### config.mk
export PLATFORM = sky130hd
export DESIGN_NAME = jpo_top
export DESIGN_NICKNAME = d
export VERILOG_FILES = /design/src/jpo_pkg.sv /design/src/jpo_top.sv
export SDC_FILE = /design/constraint.sdc
export NUM_CORES = 1
export LEC_CHECK = 0
export ABC_AREA = 1
export BUFFER_PORTS_ARGS = -buffer_cell sky130_fd_sc_hd__clkbuf_2
export CAP_MARGIN = 20
export CORE_UTILIZATION = 54
export DETAILED_ROUTE_END_ITERATION = 10
export PLACE_DENSITY = 0.74
export SLEW_MARGIN = 10
export SYNTH_ARGS = -nofsm -noshare
export SYNTH_HDL_FRONTEND = slang
export SYNTH_SLANG_ARGS = --single-unit
### constraint.sdc
create_clock -name clk_sys -period 3.7 [get_ports clk_sys]
set_input_delay 0.37 -clock clk_sys [delete_from_list [all_inputs] [get_ports clk_sys]]
set_output_delay 0.37 -clock clk_sys [all_outputs]
set_load 0.05 [all_outputs]
### src/jpo_pkg.sv
// jpo_pkg: constants and types for the test-access port and oscillator pin block
// assumes a single 200 MHz system clock samples every input pin of the test port
package jpo_pkg;
    localparam int IR_W = 4;                          // instruction register width
    localparam int BYP_W = 1;                         // bypass register width
    localparam int ID_W = 32;                         // identification register width
    localparam int DR_W = 16;                         // user data register width
    localparam logic [3:0] IR_RST = 4'h1;             // idcode selected after reset
    localparam logic [3:0] IR_CAP = 4'h1;             // fixed pattern captured into ir
    localparam logic [3:0] INS_EXTEST = 4'h0;         // unused here, routes to bypass
    localparam logic [3:0] INS_IDCODE = 4'h1;         // select identification register
    localparam logic [3:0] INS_USER = 4'h2;           // select user data register
    localparam logic [3:0] INS_BYPASS = 4'hF;         // select bypass register
    localparam logic [31:0] ID_VAL = 32'h1234_5671;   // arbitrary identification value
    localparam logic [15:0] DR_RST = 16'h0000;        // user register after reset
    localparam logic [1:0] SYNC_RST = 2'h0;           // synchroniser reset level
    localparam logic OSC_SEL_GPIO_RST = 1'b0;         // pins start in oscillator use
    localparam logic PULLUP_RST = 1'b0;               // pull-ups off after reset
    localparam logic CLK_SEL_PLL_RST = 1'b0;          // core clock direct after reset

    // tap states, one-hot
    typedef enum logic [15:0] {
        ST_RESET = 16'h0001, ST_IDLE = 16'h0002, ST_SEL_DR = 16'h0004,
        ST_CAP_DR = 16'h0008, ST_SH_DR = 16'h0010, ST_EX1_DR = 16'h0020,
        ST_PAU_DR = 16'h0040, ST_EX2_DR = 16'h0080, ST_UPD_DR = 16'h0100,
        ST_SEL_IR = 16'h0200, ST_CAP_IR = 16'h0400, ST_SH_IR = 16'h0800,
        ST_EX1_IR = 16'h1000, ST_PAU_IR = 16'h2000, ST_EX2_IR = 16'h4000,
        ST_UPD_IR = 16'h8000
    } jpo_state_t;

    // port c pin controls from the system side
    typedef struct packed {
        logic [1:0] gpio_sel;    // per pin: 1 selects port c use
        logic [1:0] dir_out;     // per pin: 1 drives the pin when gpio_sel is also 1
        logic [1:0] dout;        // per pin output value
    } jpo_portc_t;
endpackage : jpo_pkg

### src/jpo_top.sv
// jpo_top: test-access port controller and oscillator pin muxing
// assumes tck, tms, tdi and oscillator pins are asynchronous to clk_sys
`timescale 1ns/100ps
module jpo_top (
    input  wire logic              clk_sys,
    input  wire logic              rst,
    input  wire logic              tck,            // test clock pin, may stop
    input  wire logic              tms,            // mode select pin
    input  wire logic              tdi,            // serial data in pin
    output logic                   tdo_o,          // serial data out value
    output logic                   tdo_oe,         // high while tdo is driven
    input  wire logic              osc_clk,        // oscillator clock from the pins
    input  wire logic              clk_sel_pll,    // 1: oscillator feeds pll
    input  wire jpo_pkg::jpo_portc_t portc_cfg,    // port c controls
    input  wire logic              osc_in_pin,     // pin level, bit 0
    input  wire logic              osc_out_pin,    // pin level, bit 1
    output logic [1:0]             portc_o,        // port c output values
    output logic [1:0]             portc_oe,       // port c output enables
    output logic [1:0]             portc_i,        // port c synchronised inputs
    output logic [1:0]             pullup_en,      // pull-up enables of both pins
    output logic                   core_clk_en,    // oscillator routed to core
    output logic                   pll_ref_en,     // oscillator routed to pll
    output logic [3:0]             ir_out          // active instruction
);
    // three-stage synchronisers for the three test pins
    logic [2:0] tck_s, tms_s, tdi_s;
    logic       tck_q;             // last agreed tck level
    logic       rise, fall;        // one-cycle tck edge enables
    jpo_pkg::jpo_state_t st_reg, st_next;
    logic [3:0]  ir_sh_reg, ir_reg;
    logic [31:0] id_sh_reg;
    logic [15:0] dr_sh_reg, dr_reg;
    logic        byp_reg;
    logic        tdo_next;

    // sync: only stage 2 and 3 are looked at together
    always_ff @(posedge clk_sys or posedge rst)
    begin
        if (rst)
        begin
            tck_s <= 3'h0;
            tms_s <= 3'h0;
            tdi_s <= 3'h0;
        end
        else
        begin
            tck_s <= {tck_s[1:0], tck};
            tms_s <= {tms_s[1:0], tms};
            tdi_s <= {tdi_s[1:0], tdi};
        end
    end

    // agreed tck level; a stopped tck just yields no edges
    always_ff @(posedge clk_sys or posedge rst)
    begin
        if (rst)
            tck_q <= 1'b0;
        else if (tck_s[1] == tck_s[2])
            tck_q <= tck_s[2];
    end
    assign rise = (tck_s[1] == tck_s[2]) && tck_s[2] && !tck_q;
    assign fall = (tck_s[1] == tck_s[2]) && !tck_s[2] && tck_q;

    // next tap state from tms
    always_comb
    begin
        unique case (st_reg)
            jpo_pkg::ST_RESET:  st_next = tms_s[2] ? jpo_pkg::ST_RESET : jpo_pkg::ST_IDLE;
            jpo_pkg::ST_IDLE:   st_next = tms_s[2] ? jpo_pkg::ST_SEL_DR : jpo_pkg::ST_IDLE;
            jpo_pkg::ST_SEL_DR: st_next = tms_s[2] ? jpo_pkg::ST_SEL_IR : jpo_pkg::ST_CAP_DR;
            jpo_pkg::ST_CAP_DR: st_next = tms_s[2] ? jpo_pkg::ST_EX1_DR : jpo_pkg::ST_SH_DR;
            jpo_pkg::ST_SH_DR:  st_next = tms_s[2] ? jpo_pkg::ST_EX1_DR : jpo_pkg::ST_SH_DR;
            jpo_pkg::ST_EX1_DR: st_next = tms_s[2] ? jpo_pkg::ST_UPD_DR : jpo_pkg::ST_PAU_DR;
            jpo_pkg::ST_PAU_DR: st_next = tms_s[2] ? jpo_pkg::ST_EX2_DR : jpo_pkg::ST_PAU_DR;
            jpo_pkg::ST_EX2_DR: st_next = tms_s[2] ? jpo_pkg::ST_UPD_DR : jpo_pkg::ST_SH_DR;
            jpo_pkg::ST_UPD_DR: st_next = tms_s[2] ? jpo_pkg::ST_SEL_DR : jpo_pkg::ST_IDLE;
            jpo_pkg::ST_SEL_IR: st_next = tms_s[2] ? jpo_pkg::ST_RESET : jpo_pkg::ST_CAP_IR;
            jpo_pkg::ST_CAP_IR: st_next = tms_s[2] ? jpo_pkg::ST_EX1_IR : jpo_pkg::ST_SH_IR;
            jpo_pkg::ST_SH_IR:  st_next = tms_s[2] ? jpo_pkg::ST_EX1_IR : jpo_pkg::ST_SH_IR;
            jpo_pkg::ST_EX1_IR: st_next = tms_s[2] ? jpo_pkg::ST_UPD_IR : jpo_pkg::ST_PAU_IR;
            jpo_pkg::ST_PAU_IR: st_next = tms_s[2] ? jpo_pkg::ST_EX2_IR : jpo_pkg::ST_PAU_IR;
            jpo_pkg::ST_EX2_IR: st_next = tms_s[2] ? jpo_pkg::ST_UPD_IR : jpo_pkg::ST_SH_IR;
            jpo_pkg::ST_UPD_IR: st_next = tms_s[2] ? jpo_pkg::ST_SEL_DR : jpo_pkg::ST_IDLE;
            default:            st_next = jpo_pkg::ST_RESET;  // illegal code recovers
        endcase
    end

    // tap state steps only on tck rising edges
    always_ff @(posedge clk_sys or posedge rst)
    begin
        if (rst)
            st_reg <= jpo_pkg::ST_RESET;
        else if (rise)
            st_reg <= st_next;
    end

    // instruction shift and update; in reset the instruction falls back to
    // identification on the falling tck, so five high tms bits always recover
    always_ff @(posedge clk_sys or posedge rst)
    begin
        if (rst)
        begin
            ir_sh_reg <= jpo_pkg::IR_RST;
            ir_reg    <= jpo_pkg::IR_RST;
        end
        else if (fall && st_reg == jpo_pkg::ST_RESET)
            ir_reg <= jpo_pkg::IR_RST;
        else if (rise)
        begin
            if (st_reg == jpo_pkg::ST_CAP_IR)
                ir_sh_reg <= jpo_pkg::IR_CAP;
            else if (st_reg == jpo_pkg::ST_SH_IR)
                ir_sh_reg <= {tdi_s[2], ir_sh_reg[3:1]};
            else if (st_reg == jpo_pkg::ST_UPD_IR)
                ir_reg <= ir_sh_reg;
        end
    end

    // data registers: bypass, identification, user
    always_ff @(posedge clk_sys or posedge rst)
    begin
        if (rst)
        begin
            byp_reg   <= 1'b0;
            id_sh_reg <= jpo_pkg::ID_VAL;
            dr_sh_reg <= jpo_pkg::DR_RST;
            dr_reg    <= jpo_pkg::DR_RST;
        end
        else if (rise)
        begin
            if (st_reg == jpo_pkg::ST_CAP_DR)
            begin
                byp_reg   <= 1'b0;
                id_sh_reg <= jpo_pkg::ID_VAL;
                dr_sh_reg <= dr_reg;
            end
            else if (st_reg == jpo_pkg::ST_SH_DR)
            begin
                // only the selected register moves
                if (ir_reg == jpo_pkg::INS_IDCODE)
                    id_sh_reg <= {tdi_s[2], id_sh_reg[31:1]};
                else if (ir_reg == jpo_pkg::INS_USER)
                    dr_sh_reg <= {tdi_s[2], dr_sh_reg[15:1]};
                else
                    byp_reg <= tdi_s[2];
            end
            else if (st_reg == jpo_pkg::ST_UPD_DR && ir_reg == jpo_pkg::INS_USER)
                dr_reg <= dr_sh_reg;
        end
    end

    // serial output source for the current state
    always_comb
    begin
        if (st_reg == jpo_pkg::ST_SH_IR)
            tdo_next = ir_sh_reg[0];
        else if (ir_reg == jpo_pkg::INS_IDCODE)
            tdo_next = id_sh_reg[0];
        else if (ir_reg == jpo_pkg::INS_USER)
            tdo_next = dr_sh_reg[0];
        else
            tdo_next = byp_reg;
    end

    // output moves only on falling tck, so the tester samples on the next rise
    always_ff @(posedge clk_sys or posedge rst)
    begin
        if (rst)
        begin
            tdo_o  <= 1'b0;
            tdo_oe <= 1'b0;
        end
        else if (fall)
        begin
            tdo_o  <= tdo_next;
            tdo_oe <= (st_reg == jpo_pkg::ST_SH_IR) ||
                      (st_reg == jpo_pkg::ST_SH_DR);
        end
    end

    always_ff @(posedge clk_sys or posedge rst)
    begin
        if (rst)
            ir_out <= jpo_pkg::IR_RST;
        else
            ir_out <= ir_reg;
    end

    // oscillator clock routing; a glitch-free switch sits in the clock tree
    always_ff @(posedge clk_sys or posedge rst)
    begin
        if (rst)
        begin
            core_clk_en <= ~jpo_pkg::CLK_SEL_PLL_RST;
            pll_ref_en  <= jpo_pkg::CLK_SEL_PLL_RST;
        end
        else
        begin
            core_clk_en <= ~clk_sel_pll;
            pll_ref_en  <= clk_sel_pll;
        end
    end

    // per-pin port c function; oscillator use and pull-ups off after reset
    logic [1:0] pin_lvl;
    assign pin_lvl = {osc_out_pin, osc_in_pin};
    for (genvar g = 0; g < 2; g++)
    begin : g_pin
        logic [2:0] s;
        always_ff @(posedge clk_sys or posedge rst)
        begin
            if (rst)
            begin
                s           <= 3'h0;
                portc_i[g]  <= 1'b0;
                portc_o[g]  <= 1'b0;
                portc_oe[g] <= jpo_pkg::OSC_SEL_GPIO_RST;
                pullup_en[g] <= jpo_pkg::PULLUP_RST;
            end
            else
            begin
                s <= {s[1:0], pin_lvl[g]};
                if (s[1] == s[2])
                    portc_i[g] <= s[2];
                portc_o[g]  <= portc_cfg.dout[g];
                portc_oe[g] <= portc_cfg.gpio_sel[g] & portc_cfg.dir_out[g];
                pullup_en[g] <= jpo_pkg::PULLUP_RST;
            end
        end
    end

    // checks
    // st_reg cannot move in the cycle after a fall, so its sampled value is the one used
    property p_tdo_shift;
        @(posedge clk_sys) disable iff (rst)
        $rose(tdo_oe) |-> $past(fall) &&
            (st_reg == jpo_pkg::ST_SH_IR || st_reg == jpo_pkg::ST_SH_DR);
    endproperty
    a_tdo_shift: assert property (p_tdo_shift) else $error("tdo enabled outside shift");
    property p_tdo_off;
        @(posedge clk_sys) disable iff (rst)
        fall && st_reg != jpo_pkg::ST_SH_IR && st_reg != jpo_pkg::ST_SH_DR |=> !tdo_oe;
    endproperty
    a_tdo_off: assert property (p_tdo_off) else $error("tdo left driven");
    property p_ir_reset;
        @(posedge clk_sys) disable iff (rst)
        fall && st_reg == jpo_pkg::ST_RESET |=> ir_reg == jpo_pkg::IR_RST;
    endproperty
    a_ir_reset: assert property (p_ir_reset) else $error("ir kept in reset");
    property p_tdo_fall;
        @(posedge clk_sys) disable iff (rst) $changed(tdo_o) |-> $past(fall);
    endproperty
    a_tdo_fall: assert property (p_tdo_fall) else $error("tdo changed off falling tck");
    property p_state_rise;
        @(posedge clk_sys) disable iff (rst) $changed(st_reg) |-> $past(rise);
    endproperty
    a_state_rise: assert property (p_state_rise) else $error("tap moved without rise");
    property p_reset_tms;
        @(posedge clk_sys) disable iff (rst)
        rise && tms_s[2] && st_reg == jpo_pkg::ST_SEL_IR |=> st_reg == jpo_pkg::ST_RESET;
    endproperty
    a_reset_tms: assert property (p_reset_tms) else $error("tap missed reset");
    property p_byp;
        @(posedge clk_sys) disable iff (rst)
        rise && st_reg == jpo_pkg::ST_SH_DR && ir_reg == jpo_pkg::INS_BYPASS
        |=> byp_reg == $past(tdi_s[2]);
    endproperty
    a_byp: assert property (p_byp) else $error("bypass lost tdi");
    property p_stop;
        @(posedge clk_sys) disable iff (rst) !rise |=> $stable(st_reg);
    endproperty
    a_stop: assert property (p_stop) else $error("tap moved while tck idle");
    property p_clk_route;
        @(posedge clk_sys) disable iff (rst) core_clk_en != pll_ref_en;
    endproperty
    a_clk_route: assert property (p_clk_route) else $error("clock routes overlap");
    property p_pll;
        @(posedge clk_sys) disable iff (rst) clk_sel_pll |=> pll_ref_en;
    endproperty
    a_pll: assert property (p_pll) else $error("pll reference not selected");
    property p_gpio;
        @(posedge clk_sys) disable iff (rst)
        !portc_cfg.gpio_sel[0] |=> !portc_oe[0];
    endproperty
    a_gpio: assert property (p_gpio) else $error("osc pin driven as gpio");
    property p_pull;
        @(posedge clk_sys) disable iff (rst) pullup_en == 2'h0;
    endproperty
    a_pull: assert property (p_pull) else $error("pull-up enabled");
    c_shdr: cover property (@(posedge clk_sys) disable iff (rst) st_reg == jpo_pkg::ST_SH_DR);
    c_shir: cover property (@(posedge clk_sys) disable iff (rst) st_reg == jpo_pkg::ST_SH_IR);
    c_user: cover property (@(posedge clk_sys) disable iff (rst) ir_reg == jpo_pkg::INS_USER);
endmodule : jpo_top

After elaboration in Yosys (flattened, before gate mapping)
Cells that the tools add are included.
{ "op_classes": {"bitwise_logic": 6, "n_mux": 34, "eq_ne": 25, "n_reduce_logical": 24} }
{ "ops": {"columns": ["op", "n"], "rows": [
  ["one-hot mux 16 bit (12 select lines)", 1],
  ["two-way mux 16 bit", 6],
  ["two-way mux 32 bit", 3],
  ["two-way mux 4 bit", 7],
  ["two-way mux 9 bit", 2],
  ["equality test 16 x 1 -> 1 bit (second input constant)", 1],
  ["equality test 16 x 10 -> 1 bit (second input constant)", 1],
  ["equality test 16 x 11 -> 1 bit (second input constant)", 1],
  ["equality test 16 x 12 -> 1 bit (second input constant)", 1],
  ["equality test 16 x 13 -> 1 bit (second input constant)", 1],
  ["equality test 16 x 14 -> 1 bit (second input constant)", 1],
  ["equality test 16 x 15 -> 1 bit (second input constant)", 1],
  ["equality test 16 bit (second input constant)", 1],
  ["equality test 16 x 2 -> 1 bit (second input constant)", 1],
  ["equality test 16 x 3 -> 1 bit (second input constant)", 1],
  ["equality test 16 x 4 -> 1 bit (second input constant)", 1],
  ["equality test 16 x 5 -> 1 bit (second input constant)", 1],
  ["equality test 16 x 6 -> 1 bit (second input constant)", 1],
  ["equality test 16 x 7 -> 1 bit (second input constant)", 1],
  ["equality test 16 x 8 -> 1 bit (second input constant)", 1],
  ["equality test 16 x 9 -> 1 bit (second input constant)", 1],
  ["AND reduction 4 bit", 4],
  ["two-way mux 15 bit", 1],
  ["two-way mux 13 bit", 1],
  ["other kinds (20)", 48]
]} }
{ "totals": {"ff_bits": 119, "elab_cells": 113, "inputBits": 15, "out_inout_bits": 16} }

Longest topological paths before layout
Gate-level depths: netlist of the first run.
{ "depth": {"ltp_word": 6, "mapped_depth": 11, "mapped_depth_nobuf": 11} }

Least setup slack after synthesis of the first run
No wires, ideal clock.
{ "synth_timing": {"path_kind": "register to register", "startpoint": "reg st_reg[10]", "endpoint": "reg id_sh_reg[11]", "stages_incl_launch_ff": 12, "period_less_slack_ps": 1655, "setup_slack_ps": 2045, "t_arrival_ps": 1538, "cell_sequence": "dfrtp_1 nor2_2 nand2_2 nor2_8 nand3_4 inv_4 nor2_2 nor2_4 nand2_4 buf_4 nand2_1 nand2_1"} }
{ "synth_via": {"elab_chain_cells": 3, "elab_cells_between_ends": 6} }
{ "synth_lines": {"columns": ["item", "line", "rtl"], "rows": [
  ["start: declaration", "jpo_top.sv:29", "jpo_pkg::jpo_state_t st_reg, st_next;"],
  ["start signal: assignment", "jpo_top.sv:92", "st_reg <= jpo_pkg::ST_RESET;"],
  ["start signal: assignment", "jpo_top.sv:94", "st_reg <= st_next;"],
  ["equality test 16 x 4 -> 1 bit / equality test 16 x 5 -> 1 bit (equally long branches)", "jpo_top.sv:131, jpo_top.sv:137", null],
  ["nonzero test 2 bit (no line)", null, null],
  ["AND reduction 3 bit (no line)", null, null],
  ["end signal: assignment", "jpo_top.sv:125", "id_sh_reg <= jpo_pkg::ID_VAL;"],
  ["end signal: assignment", "jpo_top.sv:134", "id_sh_reg <= jpo_pkg::ID_VAL;"],
  ["end signal: assignment", "jpo_top.sv:141", "id_sh_reg <= {tdi_s[2], id_sh_reg[31:1]};"],
  ["end: declaration", "jpo_top.sv:31", "logic [31:0] id_sh_reg;"]
]} }
Several ways; a longest one is shown, not always the timed one.
A chain may end at the register's enable or synchronous reset.

Worst setup path after layout of the first run
{ "layout_timing": {"startpoint": "reg st_reg[4]", "endpoint": "reg ir_sh_reg[3]"} }
{ "layout_via": {"elab_chain_cells": 4, "elab_cells_between_ends": 8} }
{ "layout_lines": {"columns": ["item", "line", "rtl"], "rows": [
  ["equality test 16 x 1 -> 1 bit", "jpo_top.sv:106", "else if (fall && st_reg == jpo_pkg::ST_RESET)"],
  ["logical AND 1 bit", "jpo_top.sv:106", null],
  ["inverter 1 bit (no line)", null, null],
  ["AND reduction 3 bit (no line)", null, null],
  ["end signal: assignment", "jpo_top.sv:103", "ir_sh_reg <= jpo_pkg::IR_RST;"],
  ["end signal: assignment", "jpo_top.sv:111", "ir_sh_reg <= jpo_pkg::IR_CAP;"],
  ["end signal: assignment", "jpo_top.sv:113", "ir_sh_reg <= {tdi_s[2], ir_sh_reg[3:1]};"],
  ["end: declaration", "jpo_top.sv:30", "logic [3:0] ir_sh_reg, ir_reg;"]
]} }
Several ways; a longest one is shown, not always the timed one.

==> results of run 1 <==
-- cell usage after synthesis (2+ instances only) --
library cell  count
nand2_1         157
dfrtp_1         101
o21ai_0          67
inv_1            57
nor2_1           50
nand3_1          37
dfstp_2          18
o21ai_2          10
clkbuf_1          8
buf_2             7
nor3_1            6
o22ai_1           6
nor2_4            5
o21ai_1           5
a21oi_1           4
buf_6             4
nand4_1           4
buf_4             3
a31oi_1           2
ha_1              2
maj3_1            2
nand2_2           2
nand2_4           2
nor2_2            2
o211ai_1          2
-- kinds of logic after synthesis --
family,Yosys count
AOI/OAI and AO/OA,97
adders and majority gates,4
buffers and inverters,80
DFF,119
other,1
and+or+nand+nor,268
-- layout make-up --
class	instances	area, um^2
sequential	119	3000
clock inverter	14	188
timing repair buffer	39	258
inverter	58	223
fill	724	3200
multi-input combinational	371	1760
clock buffer	18	428
tap	111	139
-- worst paths after layout --
check | start | to | slack [ns] | cells after the start
hold / removal | rst | dr_reg[13] | 0.04 | 2
setup reg to reg | st_reg[4] | ir_sh_reg[3] | 1.19 | 7
setup / recovery | st_reg[4] | ir_sh_reg[3] | 1.19 | 7
min in group clk_sys | portc_cfg[2] | portc_oe[0] | 0.04 | 3
max in group asynchronous | rst | id_sh_reg[18] | 2.88 | 3
hold reg to reg | tms_s[0] | tms_s[1] | 0.35 | 0
-- worst max-delay path, stage by stage (launching register included) --
cell and delay, ns:
dfrtp_1 0.40, nor2_1 0.20, nand2_1 0.17, nor2_1 0.68, nand4_1 0.38, nand2_1 0.16, nand2_1 0.16, o21ai_0 0.26
-- layer usage --
metal	share of wire [%]	wire length, um	track usage, %	up-vias
met3	4.5	434	5.06	16
li1	-	-	-	1894
met4	1.7	166	9.84	0
met5	0	0	0	-
met2	48	4650	34.6	105
met1	46	4460	29.4	1778
-- power groups by stage --
stage	combinational (mW)	clock [mW]	sequential, mW
global route	0.378	1.78	1.39
finish	0.339	1.70	1.39
detailed placement	0.328	0	1.41
global placement	0.319	0	1.40
CTS	0.340	1.73	1.39
floorplan	0.209	0	1.45
-- cells in the final DEF, fill, tap and decap left out, drive strengths merged --
cell type | netlist | layout
bufinv | 0 | 3
nand3 | 38 | 38
dfstp | 18 | 18
clkinvlp | 0 | 1
maj3 | 2 | 2
nand2 | 161 | 161
buf | 14 | 4
o211ai | 2 | 2
or2 | 1 | 1
ha | 2 | 2
a21oi | 4 | 4
o21ai | 82 | 82
nor3 | 6 | 6
o22ai | 6 | 6
a31oi | 2 | 2
conb | 1 | 2
nand4 | 4 | 4
a22oi | 1 | 1
inv | 58 | 64
dlygate4sd3 | 0 | 8
clkbuf | 8 | 45
clkinv | 0 | 4
nor2 | 58 | 58
dfrtp | 101 | 101
-- stage by stage --
| stage | power [mW] | utilization, % | cells | cell area [um^2] |
|---|---|---|---|---|
| 6_report | 3.42 | 65.2 | 730 | 5990 |
| 5_1_grt | 3.55 | 65.2 | 730 | 5990 |
| 4_1_cts | 3.46 | 65.2 | 730 | 5990 |
| 3_5_place_dp | 1.74 | 57.6 | 690 | 5300 |
| 3_3_place_gp | 1.72 | 57.6 | 690 | 5300 |
| 2_1_floorplan | 1.66 | - | 570 | 5110 |
==> run metrics, run 1 <==
outcome=complete, no violations; Setup CP Type=reg2reg; Die Area=between 9000 and 10000 um^2; Hold-fix buffers, CTS=8; setup TNS=0 ns; final WL=between 9 and 10 mm; Primary FF master, synth=dfrtp_1; Slew @ Worst Pin=between 0.9 and 1 ns; max reg flops=32; first-pass iteration count of the detailed router=6; CTS Buf Count=17; clock transition at the registers of the reported paths=roughly 0.060 ns; fin crit share=approximately 68%; fraction of the mapped netlist area in adder cells=less than 1%; clock share of power=between 40% and 50%; cell area after synthesis=5110 um^2; Sequential Power Share=between 40% and 50%; design internal power=between 2 and 3 mW; Starting Density=between 50% and 60%; ys async rst share=100%; Final HPWL DP=~5.8 mm; Compound-Gate Fraction of Synth Area=a little over a tenth; share of layout cells above drive strength 1=about 17%; crit-path max FO=13; CTS Buffer Depth=2; RSZ-0062 raised after global routing=false; Setup-failing EPs final=0; Worst Setup End Kind=flip-flop; largest family of logic cells by synthesized area=simple AND/OR/NAND/NOR gates; via count=about 3.8k; Ant. Diodes=0; post-route ant nets=0; gr ovfl total=0; Net Sw Frac=between 20% and 30%; PwrDens=571 nW/um^2; max cap viols=0; post-synth cell types=31; synthesized area per cell=approximately 9.0 um^2; sequential fraction of the synthesis area=roughly three fifths; Hold Path Class=in2async; H-tree depth=4; WL/cell=13.3 um; Net Switching=about 920 uW; Yosys reg bits=119; Worst slew margin=approximately 40%; P_leak=between 2 and 3 nW; hold slack=roughly 0.038 ns; mux cell area share after synthesis=0%; first-pass GRT wire length=between 15 and 20 mm; Worst EP required=4.11 ns; Yosys warning count=0; Die Span Y=99.3 um; root buffer cell=clkbuf_8; Post-synth EDFFs=0; DR iter-0 viols=between 200 and 250; fmax=roughly 400 MHz; post-route minimum period=roughly 2.5 ns; post-synth top area share=between 40% and 50%; pin count of the biggest net entering global routing=76; setup bufs post-CTS=0; DR vias/cell=just over 5; Fin. Hold Viols=0; CTS tree=built; I/O Buffers=27; I/O pin count=31; worst clock skew=0.0119 ns; GRT Util Overall=between 20 and 25%; Synth Area in XOR/XNOR=0%; Placer Congestion=approximately 0.9; cell row count=35; Startpoint Class=flip-flop; clock sinks=between 100 and 150; pre-CTS worst setup slack=1.27 ns; initial antenna violation count=0; Gate power share=between 9 and 10%; Skew-Pair Late Insertion Delay=about 0.52 ns; Core Region=~9200 um^2; Layout Nets=between 600 and 700; post-cts gate resize count=0; min setup slack post-route=1.19 ns; largest area contributor in the netlist=dfrtp_1; die width=a little under 100 um; DRC=0; top cells by area, synth=dfrtp_1 (49%), nand2_1 (12%), dfstp_2 (9.3%); simple-gate share of the synthesized area=a little under a quarter; Syn-to-layout area delta=17.3%; maximum VDD drop=roughly 0.31 mV; Worst Path Arrival=~3 ns; vias in the first global route=~3.7k; fin. max-slew vios=0; Cells after Synth=~570
(Power assumes the default switching activity.)
==> inputs of run 2 (changes only) <==
clock period = 2.3 ns   (was 3.7 ns; I/O delays follow)
==> run metrics, run 2 (synthesized netlist as in run 1, its figures left out) <==
Most common cell on crit path=nand2_1 (unchanged); min setup slack post-route=0.263 ns (was 1.19 ns); Slew @ Worst Pin=0.552 ns (was 0.913 ns); Syn-to-layout area delta=18.2% (was 17.3%); R2R cell count=9 (was 7); WL/cell=13.2 um (was 13.3 um); pin count of the biggest net entering global routing=76 (unchanged); fmax=491 MHz (was 398 MHz); Die Area=9850 um^2 (unchanged); RSZ-0062 raised after global routing=false (unchanged); Worst R2R Start=st_reg[4] (unchanged); Skew-Pair Late Insertion Delay=0.50 ns (was 0.52 ns); Hold Path Class=in2async (unchanged); root buffer cell=clkbuf_8 (unchanged); DR iter-0 viols=182 (was 249); setup bufs post-CTS=0 (unchanged); CTS tree=built (unchanged); Worst Setup End Kind=flip-flop (unchanged); fin cells=740 (was 730); H-tree depth=4 (unchanged); die width=99.3 um (unchanged); post-route ant nets=0 (unchanged); max cap viols=0 (unchanged); max reg flops=32 (unchanged); PwrDens=873 nW/um^2 (was 571 nW/um^2); Util after Layout=65.7% (was 65.2%); Layout Nets=633 (was 623); Setup-failing EPs final=0 (unchanged); critical path cell sequence=nor2_1 -> nand2_1 -> inv_1 -> nand3_4 -> inv_4 -> nor2_2 -> nor2_4 -> nand3_1 -> nand2_1 (was nor2_1 -> nand2_1 -> nor2_1 -> nand4_1 -> nand2_1 -> nand2_1 -> o21ai_0); Worst Path Arrival=2.47 ns (was 2.92 ns); share of layout cells above drive strength 1=17.5% (was 17.3%); vias in the first global route=3774 (was 3651); Die Span Y=99.3 um (unchanged); P_leak=2.98 nW (was 2.99 nW); worst r2r dst=id_sh_reg[11] (was ir_sh_reg[3]); most common cell after layout, fill and taps aside=nand2_1 (unchanged); Placer Congestion=0.897 (was 0.884); maximum VDD drop=0.572 mV (was 0.307 mV); Startpoint Class=flip-flop (unchanged); cell row count=35 (unchanged); final-layout fill cell count=713 (was 724); GRT Util Overall=22.0% (about the same); I/O Buffers=27 (unchanged); Fin. Hold Viols=0 (unchanged); DR vias/cell=5.27 (was 5.20); clock sinks=119 (unchanged); most frequent cells in the layout=nand2_1 (157), dfrtp_1 (101), o21ai_0 (67) (unchanged); first-pass iteration count of the detailed router=5 (was 6); pre-CTS worst setup slack=0.228 ns (was 1.27 ns); Buf/Inv on CP=2 (was 0); initial antenna violation count=0 (unchanged); clock transition at the registers of the reported paths=0.06 ns (about the same); final WL=9.80 mm (was 9.70 mm); Ant. Diodes=0 (unchanged); DRC=0 (unchanged); via count=3902 (was 3793); setup TNS=0 ns (unchanged); Area after DPL=5340 um^2 (was 5300 um^2); CP startpoint=st_reg[4] (unchanged); Core Region=9200 um^2 (unchanged); fin crit share=88.6% (was 67.8%); Starting Density=55.5% (unchanged); crit-path max FO=18 (was 13); dpl cells=695 (was 690); outcome=complete, no violations (unchanged); Setup CP Type=reg2reg (unchanged); I/O pin count=31 (unchanged); reg-to-reg slack, setup=0.26 ns (was 1.19 ns); CTS Buf Count=17 (unchanged); Final Total Pwr=5.27 mW (was 3.42 mW); Finished Cell Area=6040 um^2 (was 5990 um^2); Worst slew margin=62.9% (was 39.1%); first-pass GRT wire length=17.0 mm (about the same); Worst path top cell family by delay=simple AND/OR/NAND/NOR gates (unchanged); gr ovfl total=0 (unchanged); Final HPWL DP=6.03 mm (was 5.80 mm); CTS Buffer Depth=2 (unchanged); fin. max-slew vios=0 (unchanged); hold slack=0.309 ns (was 0.0375 ns); post-route minimum period=2.04 ns (was 2.51 ns); Largest stage delay, worst path=0.40 ns (was 0.68 ns); worst clock skew=0.00790 ns (was 0.0119 ns); Critical-path top delay cell=dfrtp_1 (was nor2_1); Worst EP required=2.74 ns (was 4.11 ns)
run 2: where the power goes:
group | internal [mW] | total [mW] | switching, mW
logic | 0.161 | 0.567 | 0.406
clock network | 1.56 | 2.47 | 0.908
registers | 2.19 | 2.23 | 0.0445
total | 3.91 | 5.27 | 1.36
run 2: worst min-delay path: cells and delay by family:
family	cells	cell delay, ns
buffers and inverters	3	1.02
run 2: repair_timing:
item                                   4_1_cts  5_1_grt
endpoints found under the hold margin       32        0
setup endpoints to repair                    0       12
resized for setup                            0        1
hold buffers                                13        0
run 2: layer usage:
layer	wire length, um	track usage, %	vias to the layer above	part of all wire, %
met4	122	7.81	0	1.2
met2	4860	37.1	118	50
met5	0	0	-	0
met3	473	5.34	13	4.8
li1	-	-	1912	-
met1	4340	27.9	1859	44
run 2: worst max path at each step:
stage                                to  cells past startpoint
after floorplan                 byp_reg                      1
after CTS                 id_sh_reg[12]                     10
after global placement    id_sh_reg[31]                     10
after global routing      id_sh_reg[30]                     10
final                     id_sh_reg[11]                      9
after detailed placement  id_sh_reg[11]                     10
run 2: final cells by class:
class | count | area [um^2] | share of cell area, %
repair buffers | 49 | 345 | 5.72
clock inverters | 12 | 128 | 2.11
clock buffers | 20 | 435 | 7.21
inverters | 58 | 224 | 3.71
multi-input cells | 371 | 1770 | 29.3
well taps | 111 | 139 | 2.30
flip-flops and latches | 119 | 3000 | 49.7
==> inputs of run 3 (changes only) <==
ABC_AREA = default   (was 1)
TNS_END_PERCENT = 5   (was default)
==> run metrics, run 3 <==
cell area after synthesis=5280 um^2 (was 5110 um^2); Primary FF master, synth=dfrtp_1 (unchanged); Placer Congestion=0.903 (was 0.897); Cells after Synth=482 (was 569); DR iter-0 viols=233 (was 182); sequential fraction of the synthesis area=56.9% (was 58.7%); min setup slack post-route=0.0502 ns (was 0.263 ns); Yosys warning count=0 (unchanged); Worst slew margin=48.7% (was 62.9%); largest area contributor in the netlist=dfrtp_1 (unchanged); DRC=0 (unchanged); GRT Util Overall=22.4% (was 22.0%); maximum VDD drop=0.745 mV (was 0.572 mV); initial antenna violation count=0 (unchanged); R2R cell count=6 (was 9); Largest stage delay, worst path=0.67 ns (was 0.40 ns); Critical-path top delay cell=a2111oi_0 (was dfrtp_1); die width=101 um (was 99.3 um); RSZ-0062 raised after global routing=false (unchanged); outcome=complete, no violations (unchanged); CTS tree=built (unchanged); ys async rst share=100% (unchanged); max reg flops=32 (unchanged); Gate power share=8.2% (was 10.8%); setup TNS=0 ns (unchanged); Syn-to-layout area delta=19.7% (was 18.2%); Util after Layout=67.4% (was 65.7%); post-synth cell types=51 (was 31); Hold Path Depth=0; worst clock skew=0.00760 ns (was 0.00790 ns); first-pass GRT wire length=17.4 mm (was 17.0 mm); Final Total Pwr=5.16 mW (was 5.27 mW); most frequent cell after synthesis=dfrtp_1 (was nand2_1); Yosys reg bits=119 (unchanged); clock sinks=119 (unchanged); post-route ant nets=0 (unchanged); pre-CTS worst setup slack=0.145 ns (was 0.228 ns); I/O Buffers=27 (unchanged); Layout Nets=549 (was 633); final WL=10.1 mm (was 9.80 mm); CTS Buffer Depth=2 (unchanged); register area=3000 um^2 (unchanged); crit-path max FO=10 (was 18); pin count of the biggest net entering global routing=120 (was 76); H-tree depth=4 (unchanged); post-synth top area share=47.9% (was 49.5%); via count=3752 (was 3902); Net Switching=1.20 mW (was 1.36 mW); DR vias/cell=5.58 (was 5.27); most frequent cells in the layout=dfrtp_1 (101), o21ai_0 (41), nand2_1 (32) (was nand2_1 (157), dfrtp_1 (101), o21ai_0 (67)); Final HPWL DP=6.39 mm (was 6.03 mm); Die Span Y=101 um (was 99.3 um); synthesized area per cell=10.9 um^2 (was 8.98 um^2); top cells by area, synth=dfrtp_1 (48%), dfstp_2 (9.0%), o21ai_0 (3.9%) (was dfrtp_1 (49%), nand2_1 (12%), dfstp_2 (9.3%)); Sequential Power Share=43.3% (was 42.3%); Worst Setup End Kind=flip-flop (unchanged); synth cell count leaders=dfrtp_1 (101), o21ai_0 (41), nand2_1 (32), o21ai_1 (28), inv_1 (24) (was nand2_1 (157), dfrtp_1 (101), o21ai_0 (67), inv_1 (57), nor2_1 (50)); Buf/Inv on CP=1 (was 2); Skew-Pair Late Insertion Delay=0.51 ns (was 0.50 ns); multi-input logic area=1980 um^2 (was 1770 um^2); Hold Path Class=reg2reg (was in2async); share of layout cells above drive strength 1=22.8% (was 17.5%); max cap viols=0 (unchanged); Core Region=9370 um^2 (was 9200 um^2); Die Area=10200 um^2 (was 9850 um^2); Starting Density=56.3% (was 55.5%); cell row count=35 (unchanged); Slew @ Worst Pin=0.750 ns (was 0.552 ns); Setup CP Type=reg2reg (unchanged); cell count along the critical path=6 (was 9); Ant. Diodes=0 (unchanged); Setup-failing EPs final=0 (unchanged); Worst Path Arrival=2.70 ns (was 2.47 ns); clock transition at the registers of the reported paths=0.06 ns (about the same); critical path cell sequence=nor4_4 -> buf_4 -> and2_1 -> and4_1 -> a2111oi_0 -> a31o_2 (was nor2_1 -> nand2_1 -> inv_1 -> nand3_4 -> inv_4 -> nor2_2 -> nor2_4 -> nand3_1 -> nand2_1); fin crit share=97.8% (was 88.6%); fin. max-slew vios=0 (unchanged); I/O pin count=31 (unchanged); CTS Buf Count=17 (unchanged); Net Sw Frac=23.2% (was 25.8%); final-layout fill cell count=727 (was 713); design internal power=3.96 mW (was 3.91 mW); first-pass iteration count of the detailed router=5 (unchanged); Post-synth EDFFs=0 (unchanged); Fin. Hold Viols=0 (unchanged); post-route minimum period=2.25 ns (was 2.04 ns); root buffer cell=clkbuf_8 (unchanged); fmax=444 MHz (was 491 MHz); gr ovfl total=0 (unchanged); most common cell after layout, fill and taps aside=dfrtp_1 (was nand2_1); clock share of power=48.4% (was 46.9%); WL/cell=15.0 um (was 13.2 um); vias in the first global route=3608 (was 3774); Worst path top cell family by delay=compound AO/OA/AOI/OAI gates (was simple AND/OR/NAND/NOR gates); P_leak=2.93 nW (was 2.98 nW); PwrDens=817 nW/um^2 (was 873 nW/um^2); Worst EP required=2.75 ns (was 2.74 ns); Startpoint Class=flip-flop (unchanged)
==> run 3: cell types whose count changed in the layout (fill, tap and decap cells not counted), sizes merged, moves of 7 or more <==
cell,before,now
nand3,38,8
nand4,4,23
a21oi,4,23
nor4b,0,7
o21ai,82,69
a31oi,2,13
mux2i,0,19
inv,58,23
nor2,58,22
mux2,0,19
nand2,161,32
buf,9,29
==> run 3: layout make-up <==
type                       instances  area share (%)
clock buffer                      23            7.55
clock inverter                     8            1.53
inverter                          24            1.49
multi-input combinational        301            31.3
sequential                       119            47.5
tap                              129            2.56
timing repair buffer              69            8.05
==> run 3: final timing paths <==
check / start / end / slack, ns
min in group asynchronous: rst / tms_s[1] / 0.44
min reg2reg: tms_s[0] / tms_s[1] / 0.34
max reg2reg: st_reg[14] / st_reg[0] / 0.05
min: tms_s[0] / tms_s[1] / 0.34
max: st_reg[14] / st_reg[0] / 0.05
max in group asynchronous: rst / tdo_oe / 1.41
==> run 3: power groups by stage <==
stage / combinational, mW / clock [mW] / sequential (mW)
after floorplan: 0.246 / 0 / 2.31
after global placement: 0.395 / 0 / 2.26
after detailed placement: 0.407 / 0 / 2.27
after CTS: 0.425 / 2.54 / 2.23
after global routing: 0.473 / 2.66 / 2.24
final: 0.425 / 2.50 / 2.24
==> run 3: worst reg2reg max path, cell delays in order, from the launching register on <==
cell       delay, ns
dfrtp_1         0.58
nor4_4          0.09
buf_4           0.18
and2_1          0.16
and4_1          0.26
a2111oi_0       0.67
a31o_2          0.26
==> run 3: cell families (layout without fill, tap and decap cells) <==
family | after synthesis | after routing | share of synthesized area, %
simple gates | 128 | 128 | 14.2
compound gates | 122 | 122 | 13.3
flops | 119 | 119 | 56.9
buf+inv | 63 | 124 | 5.86
mux | 38 | 38 | 7.66
xor+xnor | 7 | 7 | 1.16
fa+ha+maj | 4 | 4 | 0.854
other cells | 1 | 2 | 0.0711
==> run 3: repair_timing <==
item,4_1_cts,5_1_grt
endpoints found under the setup margin,0,1
buffers inserted,0,0
hold buffers,13,0
hold endpoints to repair,112,0
gates resized for setup,0,1
==> run 3: metal layers <==
| layer | routed length [um] | track usage (%) | up-vias |
|---|---|---|---|
| li1 | - | - | 1813 |
| met1 | 4690 | 30.4 | 1838 |
| met2 | 4820 | 34.1 | 90 |
| met3 | 469 | 7.42 | 11 |
| met4 | 127 | 7.02 | 0 |
| met5 | 0 | 0 | - |
==> run 3: metrics by stage <==
stage,std cells,hold slack [ns],instance area [um^2]
3_5_place_dp,629,0.335,5610
5_1_grt,673,0.349,6310
2_1_floorplan,483,0.256,5280
6_report,673,0.343,6310
4_1_cts,673,0.345,6310
3_3_place_gp,629,0.333,5610
